--- src/dbg_defs.svh ---
// constants for the breakpoint and debug control unit
`ifndef DBG_DEFS_SVH
`define DBG_DEFS_SVH

// model register indices
`define DBG_MSR_CTL 32'h0000_01d9
`define DBG_MSR_BR_SRC 32'h0000_01db
`define DBG_MSR_BR_DST 32'h0000_01dc
`define DBG_MSR_INT_SRC 32'h0000_01dd
`define DBG_MSR_INT_DST 32'h0000_01de

// debug control fields
`define DBG_CTL_REC 0
`define DBG_CTL_STEP 1
`define DBG_CTL_PIN_LO 2
`define DBG_CTL_MASK 64'h0000_0000_0000_003f
`define DBG_CTL_RESET 6'h00

// breakpoint control register layout
`define DBG_BC_RW_LO 16
`define DBG_BC_LEN_LO 18
`define DBG_BC_FIELD_STEP 4
`define DBG_BC_WMASK 32'hffff_23ff
`define DBG_BC_FIXED 32'h0000_0400
`define DBG_BC_LOCAL_MASK 32'h0000_0055
`define DBG_BC_GLOBAL_MASK 32'h0000_00aa
`define DBG_BC_IDX 4'h7

// exception vector
`define DBG_VECTOR 8'h01

`endif

--- src/dbg_pkg.sv ---
// types for the breakpoint and debug control unit
package dbg_pkg;
   typedef enum logic [1:0] {
      DBG_AT_EXEC = 2'h0,
      DBG_AT_WRITE = 2'h1,
      DBG_AT_IO = 2'h2,
      DBG_AT_RDWR = 2'h3
   } dbg_access_t;

   typedef enum logic [1:0] {
      DBG_LEN_1 = 2'h0,
      DBG_LEN_2 = 2'h1,
      DBG_LEN_8 = 2'h2,
      DBG_LEN_4 = 2'h3
   } dbg_len_t;
endpackage : dbg_pkg

--- src/dbg_bp_match.sv ---
// one breakpoint comparator: access type and range overlap
`timescale 1ns/1ps
`default_nettype none
module dbg_bp_match
   import dbg_pkg::*;
(
   input wire logic [63:0] i_base,
   input wire logic [1:0] i_rw,
   input wire logic [1:0] i_len,
   input wire logic i_de,
   input wire logic i_insn_valid,
   input wire logic [63:0] i_insn_ip,
   input wire logic i_mem_valid,
   input wire logic i_mem_write,
   input wire logic i_mem_io,
   input wire logic [63:0] i_mem_addr,
   input wire logic [3:0] i_mem_size,
   output logic o_hit
);
   logic [63:0] mask;
   logic [63:0] lo;
   logic [63:0] hi;
   logic [63:0] acc_hi;
   logic type_ok;
   logic overlap;

   // range mask from length code; low bits drop out of the compare
   always_comb begin
      unique case (dbg_len_t'(i_len))
         DBG_LEN_1: mask = 64'hffff_ffff_ffff_ffff;
         DBG_LEN_2: mask = 64'hffff_ffff_ffff_fffe;
         DBG_LEN_4: mask = 64'hffff_ffff_ffff_fffc;
         DBG_LEN_8: mask = 64'hffff_ffff_ffff_fff8;
      endcase
   end

   // base is the masked address; misaligned bases are software's fault
   assign lo = i_base & mask;
   assign hi = lo | ~mask;
   assign acc_hi = i_mem_addr + {60'h0, i_mem_size} - 64'h1;
   // partial overlap counts: any accessed byte inside the range
   assign overlap = (i_mem_addr <= hi) && (acc_hi >= lo);

   // access-type qualification; io code is undefined without extensions
   always_comb begin
      unique case (dbg_access_t'(i_rw))
         DBG_AT_EXEC: type_ok = 1'b0;
         DBG_AT_WRITE: type_ok = i_mem_valid && i_mem_write && !i_mem_io;
         DBG_AT_IO: type_ok = i_mem_valid && i_mem_io && i_de;
         DBG_AT_RDWR: type_ok = i_mem_valid && !i_mem_io;
      endcase
   end

   // execution compares the fetch address under the same length mask
   assign o_hit = (dbg_access_t'(i_rw) == DBG_AT_EXEC) ? (i_insn_valid && ((i_insn_ip & mask) == lo))
                  : (type_ok && overlap);
endmodule : dbg_bp_match
`default_nettype wire

--- src/dbg_unit.sv ---
// breakpoint and debug control unit beside the execute and memory stages
`timescale 1ns/1ps
`default_nettype none
`include "dbg_defs.svh"
module dbg_unit
   import dbg_pkg::*;
#(
   parameter int NUM_BP = 4,
   parameter logic [7:0] EXT_IMPL = 8'h00
)
(
   input wire logic I_CLK,
   input wire logic I_RST_B,
   // model register instructions
   input wire logic I_MSR_RD,
   input wire logic I_MSR_WR,
   input wire logic [31:0] I_MSR_ADDR,
   input wire logic [63:0] I_MSR_WDATA,
   // debug register move instructions
   input wire logic I_DR_RD,
   input wire logic I_DR_WR,
   input wire logic [2:0] I_MODRM_REG,
   input wire logic I_REX_R,
   input wire logic I_MODE64,
   input wire logic [63:0] I_DR_WDATA,
   // pipeline state
   input wire logic I_DE,
   input wire logic I_TRAP_FLAG,
   input wire logic I_TASK_SWITCH,
   input wire logic I_RETIRE,
   input wire logic I_INSN_VALID,
   input wire logic [63:0] I_INSN_IP,
   input wire logic I_MEM_VALID,
   input wire logic I_MEM_WRITE,
   input wire logic I_MEM_IO,
   input wire logic [63:0] I_MEM_ADDR,
   input wire logic [3:0] I_MEM_SIZE,
   input wire logic I_XFER_VALID,
   input wire logic I_XFER_IS_INT,
   input wire logic [63:0] I_XFER_SRC,
   input wire logic [63:0] I_XFER_DST,
   input wire logic [NUM_BP-1:0] I_PERF_EVT,
   // answers
   output logic O_ACK,
   output logic [63:0] O_RDATA,
   output logic O_UD,
   output logic O_DBG_EXC,
   output logic [7:0] O_DBG_VECTOR,
   output logic [NUM_BP-1:0] O_BP_HIT,
   output logic [NUM_BP-1:0] O_EXT_PIN
);
   logic [63:0] bp_addr [NUM_BP];
   logic [63:0] next_bp_addr [NUM_BP];
   logic [31:0] bc;
   logic [31:0] next_bc;
   logic [5:0] ctl;
   logic [5:0] next_ctl;
   logic frozen;
   logic next_frozen;
   logic [3:0] dr_idx;
   logic dr_access;
   logic dr_impl;
   logic [NUM_BP-1:0] raw_hit;
   logic [NUM_BP-1:0] en_hit;
   logic step;
   logic fire;
   logic [63:0] br_src;
   logic [63:0] br_dst;
   logic [63:0] int_src;
   logic [63:0] int_dst;
   logic next_ack;
   logic [63:0] next_rdata;
   logic next_ud;
   logic dr_wr_ok;
   logic ctl_wr;

   ////////////////////////////////////////////////////////////////////////
   // debug register select

   // extension bit only counts in 64-bit mode
   assign dr_idx = {I_MODE64 & I_REX_R, I_MODRM_REG};
   assign dr_access = I_DR_RD || I_DR_WR;
   assign dr_impl = !dr_idx[3] || EXT_IMPL[dr_idx[2:0]];

   // decoded writes; extended indices never reach the low register file
   assign dr_wr_ok = I_DR_WR && dr_impl && !dr_idx[3];
   assign ctl_wr = I_MSR_WR && (I_MSR_ADDR == `DBG_MSR_CTL);

   ////////////////////////////////////////////////////////////////////////
   // breakpoint comparators

   genvar g;
   generate
      for (g = 0; g < NUM_BP; g++) begin : g_bp
         dbg_bp_match u_match (
            .i_base(bp_addr[g]),
            .i_rw(bc[`DBG_BC_RW_LO + g*`DBG_BC_FIELD_STEP +: 2]),
            .i_len(bc[`DBG_BC_LEN_LO + g*`DBG_BC_FIELD_STEP +: 2]),
            .i_de(I_DE),
            .i_insn_valid(I_INSN_VALID),
            .i_insn_ip(I_INSN_IP),
            .i_mem_valid(I_MEM_VALID),
            .i_mem_write(I_MEM_WRITE),
            .i_mem_io(I_MEM_IO),
            .i_mem_addr(I_MEM_ADDR),
            .i_mem_size(I_MEM_SIZE),
            .o_hit(raw_hit[g])
         );
         // either enable lets a match become an exception
         assign en_hit[g] = raw_hit[g] && (bc[2*g] || bc[2*g+1]);
      end
   endgenerate

   // single step: every retire, or only on transfers when the step bit is set
   assign step = I_TRAP_FLAG && I_RETIRE && (!ctl[`DBG_CTL_STEP] || I_XFER_VALID);
   assign fire = (|en_hit) || step;

   ////////////////////////////////////////////////////////////////////////
   // recording registers

   dbg_xfer_rec u_rec (
      .i_clk(I_CLK),
      .i_rst_b(I_RST_B),
      .i_enable(ctl[`DBG_CTL_REC] && !frozen),
      .i_xfer_valid(I_XFER_VALID),
      .i_xfer_is_int(I_XFER_IS_INT),
      .i_xfer_src(I_XFER_SRC),
      .i_xfer_dst(I_XFER_DST),
      .o_br_src(br_src),
      .o_br_dst(br_dst),
      .o_int_src(int_src),
      .o_int_dst(int_dst)
   );

   ////////////////////////////////////////////////////////////////////////
   // control state

   // writes first, then the hardware clear of per-task enables on top
   always_comb begin
      next_bp_addr = bp_addr;
      next_bc = bc;
      next_ctl = ctl;
      next_frozen = frozen;
      if (dr_wr_ok) begin
         if (dr_idx[2:0] < 3'(NUM_BP)) begin
            next_bp_addr[dr_idx[1:0]] = I_DR_WDATA;
         end else if (dr_idx == `DBG_BC_IDX) begin
            next_bc = (I_DR_WDATA[31:0] & `DBG_BC_WMASK) | `DBG_BC_FIXED;
         end
      end
      if (I_TASK_SWITCH) begin
         next_bc = next_bc & ~`DBG_BC_LOCAL_MASK;
      end
      // only the model register write reaches this register
      if (ctl_wr) begin
         next_ctl = I_MSR_WDATA[5:0];
         next_frozen = 1'b0;
      end
      // hold the record for the handler; the exception wins over a rewrite
      if (fire) begin
         next_frozen = 1'b1;
      end
   end

   // register stage
   always_ff @(posedge I_CLK or negedge I_RST_B) begin
      if (!I_RST_B) begin
         for (int i = 0; i < NUM_BP; i++) begin
            bp_addr[i] <= 64'h0;
         end
         bc <= `DBG_BC_FIXED;
         ctl <= `DBG_CTL_RESET;
         frozen <= 1'b0;
      end else begin
         bp_addr <= next_bp_addr;
         bc <= next_bc;
         ctl <= next_ctl;
         frozen <= next_frozen;
      end
   end

   ////////////////////////////////////////////////////////////////////////
   // read answers and exception outputs

   // model register reads take priority over debug register reads
   always_comb begin
      next_ack = I_MSR_RD || I_MSR_WR || (dr_access && dr_impl);
      next_ud = dr_access && !dr_impl;
      next_rdata = 64'h0;
      if (I_MSR_RD) begin
         unique case (I_MSR_ADDR)
            `DBG_MSR_CTL: next_rdata = {58'h0, ctl} & `DBG_CTL_MASK;
            `DBG_MSR_BR_SRC: next_rdata = br_src;
            `DBG_MSR_BR_DST: next_rdata = br_dst;
            `DBG_MSR_INT_SRC: next_rdata = int_src;
            `DBG_MSR_INT_DST: next_rdata = int_dst;
            default: next_rdata = 64'h0;
         endcase
      end else if (I_DR_RD && dr_impl && !dr_idx[3]) begin
         if (dr_idx[2:0] < 3'(NUM_BP)) begin
            next_rdata = bp_addr[dr_idx[1:0]];
         end else if (dr_idx == `DBG_BC_IDX) begin
            next_rdata = {32'h0, bc};
         end
      end
   end

   // registered answers; pins pick breakpoint or monitor information
   always_ff @(posedge I_CLK or negedge I_RST_B) begin
      if (!I_RST_B) begin
         O_ACK <= 1'b0;
         O_RDATA <= 64'h0;
         O_UD <= 1'b0;
         O_DBG_EXC <= 1'b0;
         O_BP_HIT <= '0;
         O_EXT_PIN <= '0;
      end else begin
         O_ACK <= next_ack;
         O_RDATA <= next_rdata;
         O_UD <= next_ud;
         O_DBG_EXC <= fire;
         O_BP_HIT <= en_hit;
         for (int i = 0; i < NUM_BP; i++) begin
            O_EXT_PIN[i] <= ctl[`DBG_CTL_PIN_LO + i] ? raw_hit[i] : I_PERF_EVT[i];
         end
      end
   end

   assign O_DBG_VECTOR = `DBG_VECTOR;
endmodule : dbg_unit
`default_nettype wire

--- src/dbg_xfer_rec.sv ---
// control-transfer recording registers, read-only to software
`timescale 1ns/1ps
`default_nettype none
module dbg_xfer_rec
   import dbg_pkg::*;
(
   input wire logic i_clk,
   input wire logic i_rst_b,
   input wire logic i_enable,
   input wire logic i_xfer_valid,
   input wire logic i_xfer_is_int,
   input wire logic [63:0] i_xfer_src,
   input wire logic [63:0] i_xfer_dst,
   output logic [63:0] o_br_src,
   output logic [63:0] o_br_dst,
   output logic [63:0] o_int_src,
   output logic [63:0] o_int_dst
);
   logic [63:0] next_br_src;
   logic [63:0] next_br_dst;
   logic [63:0] next_int_src;
   logic [63:0] next_int_dst;

   // no write path exists here, so software can only read these
   always_comb begin
      next_br_src = o_br_src;
      next_br_dst = o_br_dst;
      next_int_src = o_int_src;
      next_int_dst = o_int_dst;
      if (i_enable && i_xfer_valid) begin
         if (i_xfer_is_int) begin
            next_int_src = i_xfer_src;
            next_int_dst = i_xfer_dst;
         end else begin
            next_br_src = i_xfer_src;
            next_br_dst = i_xfer_dst;
         end
      end
   end

   // register stage
   always_ff @(posedge i_clk or negedge i_rst_b) begin
      if (!i_rst_b) begin
         o_br_src <= 64'h0;
         o_br_dst <= 64'h0;
         o_int_src <= 64'h0;
         o_int_dst <= 64'h0;
      end else begin
         o_br_src <= next_br_src;
         o_br_dst <= next_br_dst;
         o_int_src <= next_int_src;
         o_int_dst <= next_int_dst;
      end
   end
endmodule : dbg_xfer_rec
`default_nettype wire

--- config.mk ---
export PLATFORM = sky130hd
export DESIGN_NAME = dbg_unit
export DESIGN_NICKNAME = d
export VERILOG_FILES = /design/src/dbg_pkg.sv /design/src/dbg_bp_match.sv /design/src/dbg_unit.sv /design/src/dbg_xfer_rec.sv
export VERILOG_INCLUDE_DIRS = /design/src
export SDC_FILE = /design/constraint.sdc
export NUM_CORES = 2
export LEC_CHECK = 0
export CAP_MARGIN = 20
export CORE_ASPECT_RATIO = 0.7
export CORE_UTILIZATION = 40
export CTS_CLUSTER_DIAMETER = 50
export DETAILED_ROUTE_END_ITERATION = 10
export DONT_BUFFER_PORTS = 1
export GPL_ROUTABILITY_DRIVEN = 1
export PLACE_DENSITY = 0.63
export SYNTH_ARGS = -nofsm -noshare
export SYNTH_HDL_FRONTEND = slang
export SYNTH_SLANG_ARGS = --single-unit
--- constraint.sdc ---
create_clock -name I_CLK -period 2.85 [get_ports I_CLK]
set_input_delay 0.4275 -clock I_CLK [delete_from_list [all_inputs] [get_ports I_CLK]]
set_output_delay 0.4275 -clock I_CLK [all_outputs]
set_load 0.005 [all_outputs]
==> out/summary.txt <==
Switching Fraction -> 0.372
Inserted Clock Buffers -> 82
HP Start -> I_MSR_ADDR[1]
Comb power frac -> 0.459
Die ar. -> 113000 sq um
Ports -> 528
Port Buffer Count -> 0
final setup fails -> 10
Synth Flop Type -> dfrtp_1
number of global-route vias before repair -> 40.0k
Multi-input gate area -> 28100 sq um
DRC violation count after routing -> 0
Filler cells -> 9600
fin crit share -> 1.80
commonest non-fill, non-tap cell in the layout -> buf_4
adder-cell share of the synthesized area -> 0.162
Synth Area in XOR/XNOR -> 0.0621
die height -> 282 um
Mapped Cells -> 4321
Register Area -> 15500 sq um
Hold Crit Class -> in -> reg
Max-slew headroom -> 0.266
number of synthesis warnings -> 0
worst reg-to-reg setup slack -> -0.92 ns
CP Capture Type -> flip-flop
WL per Instance -> 28.2 um
Leak -> 0.0293 uW
drt first-iter violations -> 4933
multiplexer share of the synthesized area -> 0.156
Slew Viols, Final -> 0
status -> finished with violations
Max-cap violations -> 0
HPWL after DPL -> 157 mm
Total Routed Length -> 198 mm
Final TNS setup -> -20.82 ns
most frequent cells in the layout -> buf_4, dfrtp_1, ha_1, mux2_2, inv_1
ratio of cells with drive above 1 in the final layout -> 0.341
largest family of logic cells by synthesized area -> adder cells
Core Footprint -> 111000 sq um
Mean Syn Cell Area -> 10.3 sq um
R2R Path End -> O_DBG_EXC
worst r2r src -> bc[31]
maximum vdd drop -> 0.000538 V
Setup CP Type -> in -> reg
Seq cells post-synth -> 621
WHS -> 0.0979 ns
Tot GR Track Use -> 0.341
Fin. Hold Viols -> 0
CP arrival -> 5.68 ns
area grow syn2layout -> 34.8%
Final Critical Period -> 5.13 ns
Internal -> 25200 uW
total power -> 40200 uW
TritonCTS sink count -> 621
asr flop ratio synth -> 1.00
fin nets -> 6513
Post-synth EDFFs -> 0
Clk pwr share -> 0.281
post-synth cell types -> 93
maximum number of pins on one net before global-route repair -> 622
initial core utilization -> 0.404
unrepaired setup endpoints after global routing -> yes
Detail Route Antenna Nets -> 0
Endpoint, Worst Hold -> frozen
sequential area share after synthesis -> 0.348
initial antenna violation count -> 14
first-pass GRT wire length -> 281 mm
slew of the pin with the lowest slew margin -> 1.10 ns
skew final -> 0.0191 ns
Setup WS post-layout -> -2.28 ns
register share of total power -> 0.260
complex-gate fraction of the synthesized area -> 0.138
root buffer cell -> clkbuf_16
failing checks -> negative setup slack
Max Clk Rate -> 195 MHz
clk slew on worst S/H paths -> 0.06 ns
Clk Latency, worst-skew pair -> 0.68 ns
Die Width -> 401 um
CP max FO -> 5
Vias/cell -> 5.87
GP Congestion -> 1.10
R2R depth -> 14
Power Dens Cells -> 667 nW/um^2
Syn Std Cell Area -> 44700 sq um
startpoint types -> input port
TritonCTS clock tree -> yes
Area after DPL -> 54000 sq um
H-tree depth -> 3
Worst Path Required -> 3.39 ns
vias -> 41.2k
Synth Area in Simple Gates -> 0.0890
Clock Path Buffers -> 3
hold path depth -> 3
NetSw -> 15000 uW
floorplan row count -> 102
total grt overflow -> 0
Finished Cell Area -> 60300 sq um
First-pass DRT Iterations -> 8
==> cell families after synthesis <==
kind of cell               after synthesis
muxes                                  559
adders and majority gates              579
and+or+nand+nor                        779
other                                    2
xor gates and xnor gates               317
buffers and inverters                  521
AOI/OAI and AO/OA                      943
DFF                                    621
==> sequential cells by signal, summed over array words and instances (netlist names) <==
name             count
O_ACK                1
O_RDATA             64
frozen               1
bc                  27
O_BP_HIT             4
bp_addr            256
u_rec.o_int_src     64
u_rec.o_int_dst     64
O_EXT_PIN            4
ctl                  6
O_UD                 1
O_DBG_EXC            1
u_rec.o_br_dst      64
u_rec.o_br_src      64
==> area by class of cell <==
type | count | share of cell area
inverters | 333 | 0.0212
clock inverters | 44 | 0.0101
flip-flops and latches | 621 | 0.258
clock buffers | 105 | 0.0384
repair buffers | 1266 | 0.175
multi-input cells | 3185 | 0.467
diodes | 10 | 0.000415
well taps | 1456 | 0.0302
==> synthesized netlist by cell type (14+ instances only) <==
| cell type | count | area share |
|---|---|---|
| mux4_2 | 63 | 0.032 |
| o211ai_1 | 14 | 0.0024 |
| clkbuf_1 | 158 | 0.013 |
| nand2b_1 | 20 | 0.0028 |
| xnor2_1 | 231 | 0.045 |
| a221oi_1 | 19 | 0.0037 |
| a211oi_1 | 17 | 0.0029 |
| o21bai_1 | 17 | 0.0029 |
| nor4_1 | 45 | 0.0063 |
| or3_1 | 14 | 0.0020 |
| nand4_1 | 167 | 0.023 |
| nor2b_1 | 25 | 0.0035 |
| nand2_1 | 270 | 0.023 |
| inv_1 | 333 | 0.028 |
| o21ai_0 | 266 | 0.030 |
| o21ai_1 | 15 | 0.0017 |
| ha_1 | 578 | 0.16 |
| a222oi_1 | 58 | 0.013 |
| nor3_1 | 26 | 0.0029 |
| nor2_1 | 108 | 0.0091 |
| dfrtp_1 | 621 | 0.35 |
| xor2_1 | 86 | 0.017 |
| a31oi_1 | 16 | 0.0022 |
| a21o_1 | 187 | 0.031 |
| and3_1 | 15 | 0.0021 |
| nand3_1 | 40 | 0.0045 |
| buf_1 | 14 | 0.0012 |
| a21oi_1 | 216 | 0.024 |
| mux2_2 | 483 | 0.12 |
| a22oi_1 | 28 | 0.0047 |
==> worst max-delay path, cell delays in order <==
cell and delay [ns]:
inv_8 0.01, ha_4 0.25, inv_2 0.04, ha_4 0.15
fa_2 0.37, a211oi_2 0.21, o21bai_2 0.11, a21oi_4 0.18
buf_12 0.14, o21a_1 0.15, o21ai_0 0.16, a31oi_1 0.24
o21ai_0 0.18, xor2_2 0.33, ha_1 0.31, a21oi_1 0.33
o21ai_0 0.25, a21oi_2 0.47, a2111oi_4 0.13, buf_4 0.16
a2111oi_4 0.27, buf_4 0.22, nor3_4 0.05, nor2_1 0.10
or4b_1 0.43
==> worst max path at each step <==
| stage | slack [ns] | cells after the start | from | endpoint |
|---|---|---|---|---|
| floorplan | -2.10 | 25 | I_MEM_ADDR[2] | frozen |
| global placement | -3.84 | 26 | I_MEM_SIZE[1] | frozen |
| detailed placement | -3.79 | 26 | I_MEM_ADDR[1] | frozen |
| CTS | -2.17 | 29 | I_MEM_ADDR[1] | frozen |
| global route | -2.41 | 29 | I_MEM_ADDR[1] | frozen |
| finish | -2.28 | 25 | I_MEM_ADDR[1] | frozen |
==> power by group through the flow <==
stage / clock network (uW) / logic (uW) / registers [uW]
floorplan: 0 / 7750 / 10700
detailed placement: 0 / 16600 / 10600
finish: 11300 / 18400 / 10500
global placement: 0 / 16400 / 10600
CTS: 11400 / 17400 / 10500
global route: 11700 / 19600 / 10600
==> stage by stage <==
step / setup WS (ns) / std cells / utilization
after floorplan: -2.10 / 4327 / -
after global placement: -3.84 / 6620 / 0.488
after detailed placement: -3.79 / 6620 / 0.488
after CTS: -2.17 / 6994 / 0.541
after global routing: -2.41 / 7015 / 0.544
final: -2.28 / 7020 / 0.545
==> per-layer routing <==
layer  vias up  share of wire  global-route usage
met3       378           0.12               0.117
li1      18272              -                   -
met4        12          0.039               0.115
met2      2019           0.41               0.497
met5         -        0.00073                   0
met1     20534           0.43               0.470
==> what timing repair did <==
action | CTS | global route
pin swaps | 55 | 31
hold endpoints to repair | 1173 | 212
gates resized for setup | 116 | 28
hold buffers | 210 | 3
buffers inserted | 17 | 12
setup endpoints to repair | 10 | 10
(Power assumes the default switching activity.)
